[src/pdu_defines.svh]
// constants for the port / display / divider unit
// assumes inclusion by the package and the design modules only
`ifndef PDU_DEFINES_SVH
`define PDU_DEFINES_SVH
`define PDU_REG_GEN_OUT      4'h1
`define PDU_REG_IO_A         4'h2
`define PDU_REG_IO_B         4'h4
`define PDU_REG_DIGIT_KEY    4'h5
`define PDU_REG_SEG_CBUF     4'h6
`define PDU_REG_SEG_HIGH     4'h7
`define PDU_OUT_RESET        4'h0
`define PDU_DIV_STAGES       16
`define PDU_PRESCALE_STAGES  6
`define PDU_DIV2_WRAP        14'h30D4
`define PDU_SYNC_STAGES      3
`define PDU_CBUF_MSB         3
`define PDU_IOB_SPLIT_LOW    2
`endif

[src/pdu_pkg.sv]
// types shared by the port / display / divider unit
// assumes pdu_defines.svh is on the include path
`include "pdu_defines.svh"
package pdu_pkg;
	typedef logic [3:0] pdu_nib_t;
	typedef enum logic [1:0] {
		PDU_IOB_OUT   = 2'b00,
		PDU_IOB_IN    = 2'b01,
		PDU_IOB_SPLIT = 2'b10
	} pdu_iob_mode_e;
	typedef struct packed {
		logic     rd;
		logic     wr;
		pdu_nib_t regnum;
		pdu_nib_t wdata;
	} pdu_bus_s;
	typedef struct packed {
		pdu_nib_t gen_out_port;
		pdu_nib_t cfg_io_port_a;
		pdu_nib_t cfg_io_port_b;
		logic [4:0] digit_out_port;
		logic [7:0] segment_out_port;
	} pdu_pins_s;
endpackage : pdu_pkg

[src/pdu_divider.sv]
// prescaler, 16-stage counting divider and timing output
// assumes one clock mclk; basic clock is an enable pulse, not a clock
`timescale 1ns/1ps
`include "pdu_defines.svh"
module pdu_divider #(
	parameter int          PRESCALE_RATIO = 2,
	parameter logic [3:0]  TIMING_TAP     = 4'h5,
	parameter bit          USE_TIMING_CP  = 1'b0,
	parameter bit          WRAP_12500     = 1'b0
) (
	input  wire logic                        mclk,
	input  wire logic                        reset_n,
	output logic                             basic_clock,
	output logic [`PDU_DIV_STAGES-1:0]       div_stages,
	output logic                             timing_out_pin
);
	logic [`PDU_PRESCALE_STAGES-1:0] prescale;
	logic [`PDU_DIV_STAGES-1:0]      next_div;
	// prescaler ratio fixed at build time
	always_ff @(posedge mclk or negedge reset_n) begin
		if (!reset_n) begin
			prescale    <= '0;
			basic_clock <= 1'b0;
		end else if (prescale == 6'(PRESCALE_RATIO - 1)) begin
			prescale    <= '0;
			basic_clock <= 1'b1;
		end else begin
			prescale    <= prescale + 6'h01;
			basic_clock <= 1'b0;
		end
	end
	// synchronous equivalent of a ripple chain; low section stages 0..1
	always_comb begin
		next_div = div_stages + 16'h0001;
		// second section wraps at its count value
		if (WRAP_12500 && (div_stages[15:2] == `PDU_DIV2_WRAP) && (div_stages[1:0] == 2'h3)) begin
			next_div = 16'h0000;
		end
	end
	always_ff @(posedge mclk or negedge reset_n) begin
		if (!reset_n) begin
			div_stages <= '0;
		end else if (basic_clock) begin
			div_stages <= next_div;
		end
	end
	always_ff @(posedge mclk or negedge reset_n) begin
		if (!reset_n) begin
			timing_out_pin <= 1'b0;
		end else begin
			timing_out_pin <= USE_TIMING_CP ? basic_clock : div_stages[TIMING_TAP];
		end
	end
	property p_div_steps;
		@(posedge mclk) disable iff (!reset_n)
		(basic_clock && !WRAP_12500) |=> (div_stages == $past(div_stages) + 16'h0001);
	endproperty
	a_div_steps : assert property (p_div_steps)
		else $error("divider did not count on basic clock");
endmodule : pdu_divider

[src/pdu_port_unit.sv]
// register-numbered port unit: outputs, io ports, display, counter buffer
// assumes cpu strobes are one-cycle pulses synchronous to mclk
// Function
// - register 1 holds and drives general output
// - reading register 1 returns held value
// - registers 2 and 4 select configurable ports
// - port b out, in or split; a independent
// - input bits read unlatched; outputs readable back
// - write 5 decodes nibble to 5-bit digit
// - digit register unreadable; read 5 gives keys
// - key input sampled on read of 5
// - write 6 looks up 16x8 segment table
// - split mode: 7 high nibble, 6 low
// - segment registers are write only
// - read 6 gives pin plus three taps
// - single input synchronised, three half-periods max
// - sixteen-stage divider counts basic clock
// - counter buffer taps chosen at build
// - top buffer bit enables hold release
// - 100 kHz option wraps second section at 12500
// - six-stage prescaler makes basic clock
// - timing output frequency chosen at build
// - output registers clear on initialise
`timescale 1ns/1ps
`include "pdu_defines.svh"
module pdu_port_unit #(
	parameter bit                    IO_A_IS_OUTPUT = 1'b1,
	parameter pdu_pkg::pdu_iob_mode_e IO_B_MODE     = pdu_pkg::PDU_IOB_OUT,
	parameter bit                    SEG_SPLIT      = 1'b0,
	parameter logic [39:0]           DIGIT_TABLE    = 40'h0000000000,
	parameter logic [127:0]          SEG_TABLE      = 128'h0,
	parameter logic [3:0]            TAP_1          = 4'h9,
	parameter logic [3:0]            TAP_2          = 4'hA,
	parameter logic [3:0]            TAP_3          = 4'hB,
	parameter int                    PRESCALE_RATIO = 2,
	parameter logic [3:0]            TIMING_TAP     = 4'h5,
	parameter bit                    USE_TIMING_CP  = 1'b0,
	parameter bit                    WRAP_12500     = 1'b0
) (
	input  wire logic               mclk,
	input  wire logic               reset_n,
	input  wire pdu_pkg::pdu_bus_s  cpu_bus,
	output logic [3:0]              rdata,
	input  wire logic [3:0]         io_a_in,
	input  wire logic [3:0]         io_b_in,
	input  wire logic [3:0]         key_in_port,
	input  wire logic               single_in_pin,
	output pdu_pkg::pdu_pins_s      pins,
	output logic [3:0]              io_a_oe,
	output logic [3:0]              io_b_oe,
	output logic                    timing_out_pin,
	output logic                    hold_release_en
);
	logic [3:0]                   gen_out_port;
	logic [3:0]                   cfg_io_port_a;
	logic [3:0]                   cfg_io_port_b;
	logic [4:0]                   digit_out_port;
	logic [7:0]                   segment_out_port;
	logic [`PDU_SYNC_STAGES-1:0]  in_sync;
	logic                         basic_clock;
	logic [`PDU_DIV_STAGES-1:0]   div_stages;
	logic [3:0]                   cbuf;
	logic [3:0]                   b_in_mask;
	logic                         wr_gen;
	logic                         wr_a;
	logic                         wr_b;
	logic                         wr_digit;
	logic                         wr_seg;
	logic                         wr_seg_hi;
	logic [7:0]                   seg_lookup;
	logic [4:0]                   digit_lookup;
	logic [`PDU_PRESCALE_STAGES-1:0] cp_age;
	logic                         half_tick;

	pdu_divider #(
		.PRESCALE_RATIO (PRESCALE_RATIO),
		.TIMING_TAP     (TIMING_TAP),
		.USE_TIMING_CP  (USE_TIMING_CP),
		.WRAP_12500     (WRAP_12500)
	) u_div (
		.mclk           (mclk),
		.reset_n        (reset_n),
		.basic_clock    (basic_clock),
		.div_stages     (div_stages),
		.timing_out_pin (timing_out_pin)
	);

	// direction of strobe is part of the decode
	assign wr_gen    = cpu_bus.wr && (cpu_bus.regnum == `PDU_REG_GEN_OUT);
	assign wr_a      = cpu_bus.wr && (cpu_bus.regnum == `PDU_REG_IO_A);
	assign wr_b      = cpu_bus.wr && (cpu_bus.regnum == `PDU_REG_IO_B);
	assign wr_digit  = cpu_bus.wr && (cpu_bus.regnum == `PDU_REG_DIGIT_KEY);
	assign wr_seg    = cpu_bus.wr && (cpu_bus.regnum == `PDU_REG_SEG_CBUF);
	assign wr_seg_hi = cpu_bus.wr && (cpu_bus.regnum == `PDU_REG_SEG_HIGH) && SEG_SPLIT;

	// mask-style tables: each entry a constant slice
	assign digit_lookup = DIGIT_TABLE[cpu_bus.wdata*5 +: 5];
	assign seg_lookup   = SEG_TABLE[cpu_bus.wdata*8 +: 8];

	// fixed by build options, never by software
	assign b_in_mask = (IO_B_MODE == pdu_pkg::PDU_IOB_IN)    ? 4'hF :
	                   (IO_B_MODE == pdu_pkg::PDU_IOB_SPLIT) ? 4'hC : 4'h0;
	assign io_a_oe   = IO_A_IS_OUTPUT ? 4'hF : 4'h0;
	assign io_b_oe   = ~b_in_mask;

	always_ff @(posedge mclk or negedge reset_n) begin
		if (!reset_n) begin
			gen_out_port <= `PDU_OUT_RESET;
		end else if (wr_gen) begin
			gen_out_port <= cpu_bus.wdata;
		end
	end

	always_ff @(posedge mclk or negedge reset_n) begin
		if (!reset_n) begin
			cfg_io_port_a <= `PDU_OUT_RESET;
			cfg_io_port_b <= `PDU_OUT_RESET;
		end else begin
			if (wr_a) begin
				cfg_io_port_a <= cpu_bus.wdata;
			end
			if (wr_b) begin
				cfg_io_port_b <= cpu_bus.wdata;
			end
		end
	end

	always_ff @(posedge mclk or negedge reset_n) begin
		if (!reset_n) begin
			digit_out_port <= 5'h00;
		end else if (wr_digit) begin
			digit_out_port <= digit_lookup;
		end
	end

	// split mode bypasses the table: plain nibbles
	always_ff @(posedge mclk or negedge reset_n) begin
		if (!reset_n) begin
			segment_out_port <= 8'h00;
		end else if (SEG_SPLIT) begin
			if (wr_seg) begin
				segment_out_port[3:0] <= cpu_bus.wdata;
			end
			if (wr_seg_hi) begin
				segment_out_port[7:4] <= cpu_bus.wdata;
			end
		end else if (wr_seg) begin
			segment_out_port <= seg_lookup;
		end
	end

	// half-period ticks of the basic clock; odd ratios put the mid tick early
	always_ff @(posedge mclk or negedge reset_n) begin
		if (!reset_n) begin
			cp_age <= '0;
		end else if (basic_clock) begin
			cp_age <= 6'h01;
		end else begin
			cp_age <= cp_age + 6'h01;
		end
	end
	assign half_tick = basic_clock || (cp_age == 6'(PRESCALE_RATIO / 2));

	// shaping register steps each half period, so faster pulses are lost
	always_ff @(posedge mclk or negedge reset_n) begin
		if (!reset_n) begin
			in_sync <= '0;
		end else if (half_tick) begin
			in_sync <= {in_sync[`PDU_SYNC_STAGES-2:0], single_in_pin};
		end
	end

	// taps picked per oscillator option
	assign cbuf = {div_stages[TAP_3], div_stages[TAP_2], div_stages[TAP_1],
	               in_sync[`PDU_SYNC_STAGES-1]};
	assign hold_release_en = cbuf[`PDU_CBUF_MSB];

	// unlatched reads: value of the cycle of the strobe
	always_comb begin
		rdata = 4'h0;
		if (cpu_bus.rd) begin
			case (cpu_bus.regnum)
				`PDU_REG_GEN_OUT:   rdata = gen_out_port;
				`PDU_REG_IO_A:      rdata = IO_A_IS_OUTPUT ? cfg_io_port_a : io_a_in;
				`PDU_REG_IO_B:      rdata = (io_b_in & b_in_mask) |
				                            (cfg_io_port_b & ~b_in_mask);
				`PDU_REG_DIGIT_KEY: rdata = key_in_port;
				`PDU_REG_SEG_CBUF:  rdata = cbuf;
				default:            rdata = 4'h0; // register 7 not readable
			endcase
		end
	end

	assign pins.gen_out_port     = gen_out_port;
	assign pins.cfg_io_port_a    = cfg_io_port_a;
	assign pins.cfg_io_port_b    = cfg_io_port_b;
	assign pins.digit_out_port   = digit_out_port;
	assign pins.segment_out_port = segment_out_port;

	property p_gen_write;
		@(posedge mclk) disable iff (!reset_n)
		wr_gen |=> (pins.gen_out_port == $past(cpu_bus.wdata));
	endproperty
	a_gen_write : assert property (p_gen_write)
		else $error("general output not loaded");

	property p_gen_read;
		@(posedge mclk) disable iff (!reset_n)
		(cpu_bus.rd && cpu_bus.regnum == `PDU_REG_GEN_OUT) |-> (rdata == pins.gen_out_port);
	endproperty
	a_gen_read : assert property (p_gen_read)
		else $error("general output readback wrong");

	property p_iob_dir;
		@(posedge mclk) disable iff (!reset_n)
		(io_b_oe == ~b_in_mask) && (IO_B_MODE != pdu_pkg::PDU_IOB_SPLIT || io_b_oe == 4'h3);
	endproperty
	a_iob_dir : assert property (p_iob_dir)
		else $error("port b direction wrong");

	property p_iob_read;
		@(posedge mclk) disable iff (!reset_n)
		(cpu_bus.rd && cpu_bus.regnum == `PDU_REG_IO_B) |->
			((rdata & b_in_mask) == (io_b_in & b_in_mask));
	endproperty
	a_iob_read : assert property (p_iob_read)
		else $error("port b input bits not passed");

	property p_digit;
		@(posedge mclk) disable iff (!reset_n)
		wr_digit |=> (pins.digit_out_port == DIGIT_TABLE[$past(cpu_bus.wdata)*5 +: 5]);
	endproperty
	a_digit : assert property (p_digit)
		else $error("digit decode wrong");

	property p_key;
		@(posedge mclk) disable iff (!reset_n)
		(cpu_bus.rd && cpu_bus.regnum == `PDU_REG_DIGIT_KEY) |-> (rdata == key_in_port);
	endproperty
	a_key : assert property (p_key)
		else $error("key port read wrong");

	property p_seg;
		@(posedge mclk) disable iff (!reset_n)
		(wr_seg && !SEG_SPLIT) |=> (pins.segment_out_port == SEG_TABLE[$past(cpu_bus.wdata)*8 +: 8]);
	endproperty
	a_seg : assert property (p_seg)
		else $error("segment lookup wrong");

	property p_sync;
		@(posedge mclk) disable iff (!reset_n)
		half_tick |=> (in_sync[0] == $past(single_in_pin));
	endproperty
	a_sync : assert property (p_sync)
		else $error("input shaping stage not loaded");

	property p_cbuf;
		@(posedge mclk) disable iff (!reset_n)
		(cpu_bus.rd && cpu_bus.regnum == `PDU_REG_SEG_CBUF) |->
			(rdata[3:1] == {div_stages[TAP_3], div_stages[TAP_2], div_stages[TAP_1]});
	endproperty
	a_cbuf : assert property (p_cbuf)
		else $error("counter buffer taps wrong");

	property p_hold;
		@(posedge mclk) disable iff (!reset_n)
		hold_release_en == div_stages[TAP_3];
	endproperty
	a_hold : assert property (p_hold)
		else $error("hold release not from top tap");

	property p_ioa_read;
		@(posedge mclk) disable iff (!reset_n)
		(cpu_bus.rd && cpu_bus.regnum == `PDU_REG_IO_A) |->
			(rdata == (IO_A_IS_OUTPUT ? pins.cfg_io_port_a : io_a_in));
	endproperty
	a_ioa_read : assert property (p_ioa_read)
		else $error("port a read wrong");

	property p_iob_back;
		@(posedge mclk) disable iff (!reset_n)
		(cpu_bus.rd && cpu_bus.regnum == `PDU_REG_IO_B) |->
			((rdata & ~b_in_mask) == (pins.cfg_io_port_b & ~b_in_mask));
	endproperty
	a_iob_back : assert property (p_iob_back)
		else $error("port b output bits not read back");

	property p_seg_hi;
		@(posedge mclk) disable iff (!reset_n)
		wr_seg_hi |=> (pins.segment_out_port[7:4] == $past(cpu_bus.wdata));
	endproperty
	a_seg_hi : assert property (p_seg_hi)
		else $error("split high nibble not loaded");

	property p_seg_lo;
		@(posedge mclk) disable iff (!reset_n)
		(wr_seg && SEG_SPLIT) |=> (pins.segment_out_port[3:0] == $past(cpu_bus.wdata));
	endproperty
	a_seg_lo : assert property (p_seg_lo)
		else $error("split low nibble not loaded");

	property p_no_read7;
		@(posedge mclk) disable iff (!reset_n)
		(cpu_bus.rd && cpu_bus.regnum == `PDU_REG_SEG_HIGH) |-> (rdata == 4'h0);
	endproperty
	a_no_read7 : assert property (p_no_read7)
		else $error("segment high register readable");

	property p_rd_idle;
		@(posedge mclk) disable iff (!reset_n)
		!cpu_bus.rd |-> (rdata == 4'h0);
	endproperty
	a_rd_idle : assert property (p_rd_idle)
		else $error("read data without read strobe");

	property p_stray_wr;
		@(posedge mclk) disable iff (!reset_n)
		(cpu_bus.wr && ((cpu_bus.regnum inside {4'h0, 4'h3, [4'h8:4'hF]}) ||
			(cpu_bus.regnum == `PDU_REG_SEG_HIGH && !SEG_SPLIT))) |=> $stable(pins);
	endproperty
	a_stray_wr : assert property (p_stray_wr)
		else $error("write to unused number changed a pin");

	// two edges so a reset that opens the run is settled first
	property p_clear;
		@(posedge mclk) (!reset_n ##1 !reset_n) |-> (pins == '0);
	endproperty
	a_clear : assert property (p_clear)
		else $error("output registers not cleared in reset");

	property p_cbuf_pin;
		@(posedge mclk) disable iff (!reset_n)
		(cpu_bus.rd && cpu_bus.regnum == `PDU_REG_SEG_CBUF) |->
			(rdata[0] == in_sync[`PDU_SYNC_STAGES-1]);
	endproperty
	a_cbuf_pin : assert property (p_cbuf_pin)
		else $error("counter buffer pin bit wrong");

	c_seg_write  : cover property (@(posedge mclk) disable iff (!reset_n) wr_seg);
	c_digit_wr   : cover property (@(posedge mclk) disable iff (!reset_n) wr_digit);
	c_cbuf_read  : cover property (@(posedge mclk) disable iff (!reset_n)
		cpu_bus.rd && cpu_bus.regnum == `PDU_REG_SEG_CBUF);
	c_split_hi   : cover property (@(posedge mclk) disable iff (!reset_n) wr_seg_hi);
	c_key_read   : cover property (@(posedge mclk) disable iff (!reset_n)
		cpu_bus.rd && cpu_bus.regnum == `PDU_REG_DIGIT_KEY);
endmodule : pdu_port_unit

[config.mk]
export PLATFORM = sky130hd
export DESIGN_NAME = pdu_port_unit
export DESIGN_NICKNAME = d
export VERILOG_FILES = /design/src/pdu_pkg.sv /design/src/pdu_divider.sv /design/src/pdu_port_unit.sv
export VERILOG_INCLUDE_DIRS = /design/src
export SDC_FILE = /design/constraint.sdc
export NUM_CORES = 1
export LEC_CHECK = 0
export BUFFER_PORTS_ARGS = -buffer_cell sky130_fd_sc_hd__buf_2
export CORE_UTILIZATION = 46
export CTS_CLUSTER_DIAMETER = 80
export CTS_CLUSTER_SIZE = 30
export DETAILED_ROUTE_END_ITERATION = 7
export GPL_TIMING_DRIVEN = 0
export PLACE_DENSITY = 0.76
export SLEW_MARGIN = 40
export SYNTH_ARGS = -nofsm -noshare
export SYNTH_HDL_FRONTEND = slang
export SYNTH_SLANG_ARGS = --single-unit
[constraint.sdc]
create_clock -name mclk -period 1.6 [get_ports mclk]
set_clock_uncertainty 0.1 [all_clocks]
set_input_delay 0.48 -clock mclk [delete_from_list [all_inputs] [get_ports mclk]]
set_output_delay 0.48 -clock mclk [all_outputs]
set_load 0.02 [all_outputs]
==> qor.tcl <==
set qor(status) {finished with violations}
set qor(violations) {negative setup slack}
set qor(worstSetupEndpointType) {output pin}
set qor(post_synth_main_area_contributors) {dfrtp_1, mux2_2, buf_4}
set qor(p_leak_nw) 1.35
set qor(antenna_found_initial) 0
set qor(syn-mean-instance-area_sq_um) 11.4
set qor(timing_worst_setup_path_type) {primary input to output pin}
set qor(worst_setup_hold_path_clk_slew_ns) 0.08
set qor(global_route_wire_length_before_repair_microns) 6510
set qor(tightest_slew_ns) 0.501
set qor(final_hold_viol_count) 0
set qor(cts_sinks) 41
set qor(groute.usage.overall) 0.172
set qor(drt-initial-drc-count) 54
set qor(synthesis.area_sq_um) 2080
set qor(via_cell_ratio) 4.96
set qor(critical_path.cell_chain) {buf_12 -> buf_8 -> or3_1 -> nand4b_1 -> buf_4 -> a31oi_4 -> buf_6}
set qor(max_cap_viol_count) 0
set qor(drt_first_pass_iters) 4
set qor(design.portCount) 64
set qor(layout.cells.most_common) {dfrtp_1}
set qor(fin_crit_ns) 2.05
set qor(die-height_microns) 69.3
set qor(start_kind) {primary input}
set qor(slew_headroom) 0.666
set qor(clock_tree.buffer_depth) 2
set qor(layout.nets) 279
set qor(cp.required_ns) 1.02
set qor(postLayoutSetupSlackWorst_ns) -0.454
set qor(initial_utilization) 0.478
set qor(yosys.area.top_type_share) 0.492
set qor(cts_buffers) 5
set qor(synth.yosys.warnings) 0
set qor(detail_route.drc_violations) 0
set qor(number_of_antenna_repair_diodes) 0
set qor(post-layout-total-power_mw) 2.50
set qor(final_cells) 302
set qor(coreArea_sq_um) 4350
set qor(post_route_cells_drive_above_1_share) 0.412
set qor(overflow) 0
set qor(clkLatencyLatePin_ns) 0.29
set qor(crit_arrival_ns) 1.47
set qor(most-common-layout-cells) {dfrtp_1, buf_4, buf_2}
set qor(synthCells) 182
set qor(maxClockFrequency_mhz) 487
set qor(die-width_microns) 69.3
set qor(routabilityCongestion) 0.810
set qor(via_count) 1497
set qor(grt_start_max_net_pins) 42
set qor(num-fill-cells) 349
set qor(clock_tree_root_driver_cell) {clkbuf_8}
set qor(power.ir.vdd_worst_uv) 450
set qor(placed_cells) 287
set qor(timing.critical_path.slowest_stage_cell) {or3_1}
set qor(floorplan.rows) 24
set qor(synth-edff-count) 0
set qor(compound_gate_portion_of_the_synthesized_area) 0.0390
set qor(synth_cell_types) 34
set qor(critical_path.max_stage_delay_ns) 0.30
set qor(post_synth_mux_area_share) 0.108
set qor(dominantRegCellSynth) {dfrtp_1}
set qor(seqCellArea_sq_um) 1030
set qor(wirelength_microns) 3880
set qor(final_min_period_over_clock_period) 1.28
set qor(total_die_area_sq_um) 4800
set qor(synthXorXnorAreaFrac) 0.0757
set qor(area.growth.synth_to_final_pct) 31.2
set qor(async_flop_share) 1.00
set qor(synth_largest_area_cell) {dfrtp_1}
set qor(maxSlewViolCount) 0
set qor(synth_simple_gate_area_frac) 0.160
set qor(power.density_cell_area_nw_per_um2) 915
set qor(placed_wire_length_estimate_microns) 2630
set qor(vias_in_the_first_global_route) 1406
set qor(sequential_element_share_of_the_synthesized_area) 0.492
set qor(setup-violations-final) 4
set qor(place.port_buffers) 34
set qor(wl_per_cell_microns) 12.9
set qor(class_of_the_most_critical_hold_timing_path) {primary input to asynchronous set/reset pin}
set qor(ys_ff_latch) 41
set qor(antenna_left) 0
set qor(critical_path.max_fanout) 4
set qor(largest_family_of_logic_cells_by_synthesized_area) {simple AND/OR/NAND/NOR gates}
set qor(synth-adder-area-share) 0.0300
set qor(grt_setup_unrepaired) {yes}
set qor(clock_tree.htree_level_count) 2
set qor(multiInputGateArea_sq_um) 1040
set qor(clock_tree_from_tritoncts) {yes}
-- synth_stat cells, types with 3 or more instances --
| library cell | number |
|---|---|
| mux2_2 | 16 |
| nor3_1 | 5 |
| xnor2_1 | 9 |
| nor2_1 | 10 |
| nand3_1 | 7 |
| xor2_1 | 9 |
| o21ai_0 | 3 |
| and3b_1 | 4 |
| mux2_1 | 4 |
| a31oi_1 | 3 |
| nand2_1 | 6 |
| dfrtp_1 | 41 |
| inv_1 | 5 |
| ha_1 | 5 |
| buf_4 | 21 |
| nand4b_1 | 4 |
| nand4_1 | 3 |
| a21oi_1 | 3 |
-- through the flow --
stage / setup slack, ns / instance area (sq um) / setup TNS (ns) / hold WS, ns / utilization
CTS: -0.443 / 2690 / -1.76 / 0.0637 / 0.619
floorplan: -0.249 / 2210 / -0.927 / 0.0844 / -
detailed placement: -0.586 / 2450 / -3.92 / 0.318 / 0.562
global route: -0.494 / 2730 / -2.00 / 0.0927 / 0.628
global placement: -0.572 / 2440 / -3.68 / 0.315 / 0.561
finish: -0.454 / 2730 / -1.80 / 0.0543 / 0.628
-- timing repair --
action | in CTS | in global routing
pin swaps | 7 | 2
cloned | 1 | 0
endpoints found under the setup margin | 4 | 9
hold buffers | 0 | 0
setup buffers | 3 | 3
resized for setup | 20 | 3
-- critical path: cells and delay by family --
family	cells	cell delay [ns]
buffers and inverters	4	0.52
AO/OA/AOI/OAI	1	0.04
AND/OR/NAND/NOR	2	0.42
-- where the power goes --
group / switching [mW] / internal (mW)
Sequential: 0.0558 / 1.11
Clock: 0.346 / 0.509
Combinational: 0.267 / 0.213
Total: 0.669 / 1.83
-- final timing paths --
path / startpoint / to / cells past startpoint / slack [ns]
min: reset_n / u_div.prescale[4]$_DFF_PN0_ / 1 / 0.05
max: cpu_bus[5] / rdata[2] / 7 / -0.45
max in group asynchronous: reset_n / in_sync[2]$_DFFE_PN0P_ / 1 / 1.00
max reg2reg: cp_age[0]$_DFF_PN0_ / in_sync[0]$_DFFE_PN0P_ / 3 / 0.08
min in group mclk: single_in_pin / in_sync[0]$_DFFE_PN0P_ / 2 / 0.32
min reg2reg: u_div.div_stages[5]$_DFFE_PN0P_ / u_div.timing_out_pin$_DFF_PN0_ / 0 / 0.33
-- metal layers --
metal | GRT usage | vias to the layer above | routed length, microns
met5 | 0 | - | 0
met4 | 0.0907 | 0 | 124
li1 | - | 729 | -
met1 | 0.214 | 709 | 1650
met2 | 0.276 | 47 | 1930
met3 | 0.0451 | 12 | 183
-- layout make-up --
type                    instances  share of cell area
clock buffers                   7              0.0316
inverters                       5             0.00686
clock inverters                 1              0.0110
well taps                      52              0.0238
plain buffers                  24              0.0686
flip-flops and latches         41               0.375
multi-input cells             131               0.379
repair buffers                 41               0.103
-- logic make-up after synthesis --
group | count (synthesis)
multiplexers | 20
buffers and inverters | 29
adder cells (fa/ha/maj) | 5
flip-flops | 41
AO/OA/AOI/OAI | 13
other | 2
XOR/XNOR | 18
AND/OR/NAND/NOR | 54
-- flip-flops by register name, summed over array words and instances, names as in the netlist --
signal	cells
u_div.basic_clock	1
gen_out_port	4
cp_age	6
cfg_io_port_b	4
u_div.timing_out_pin	1
u_div.div_stages	12
cfg_io_port_a	4
u_div.prescale	6
in_sync	3
Note: power is estimated with default switching activity, not from simulation.
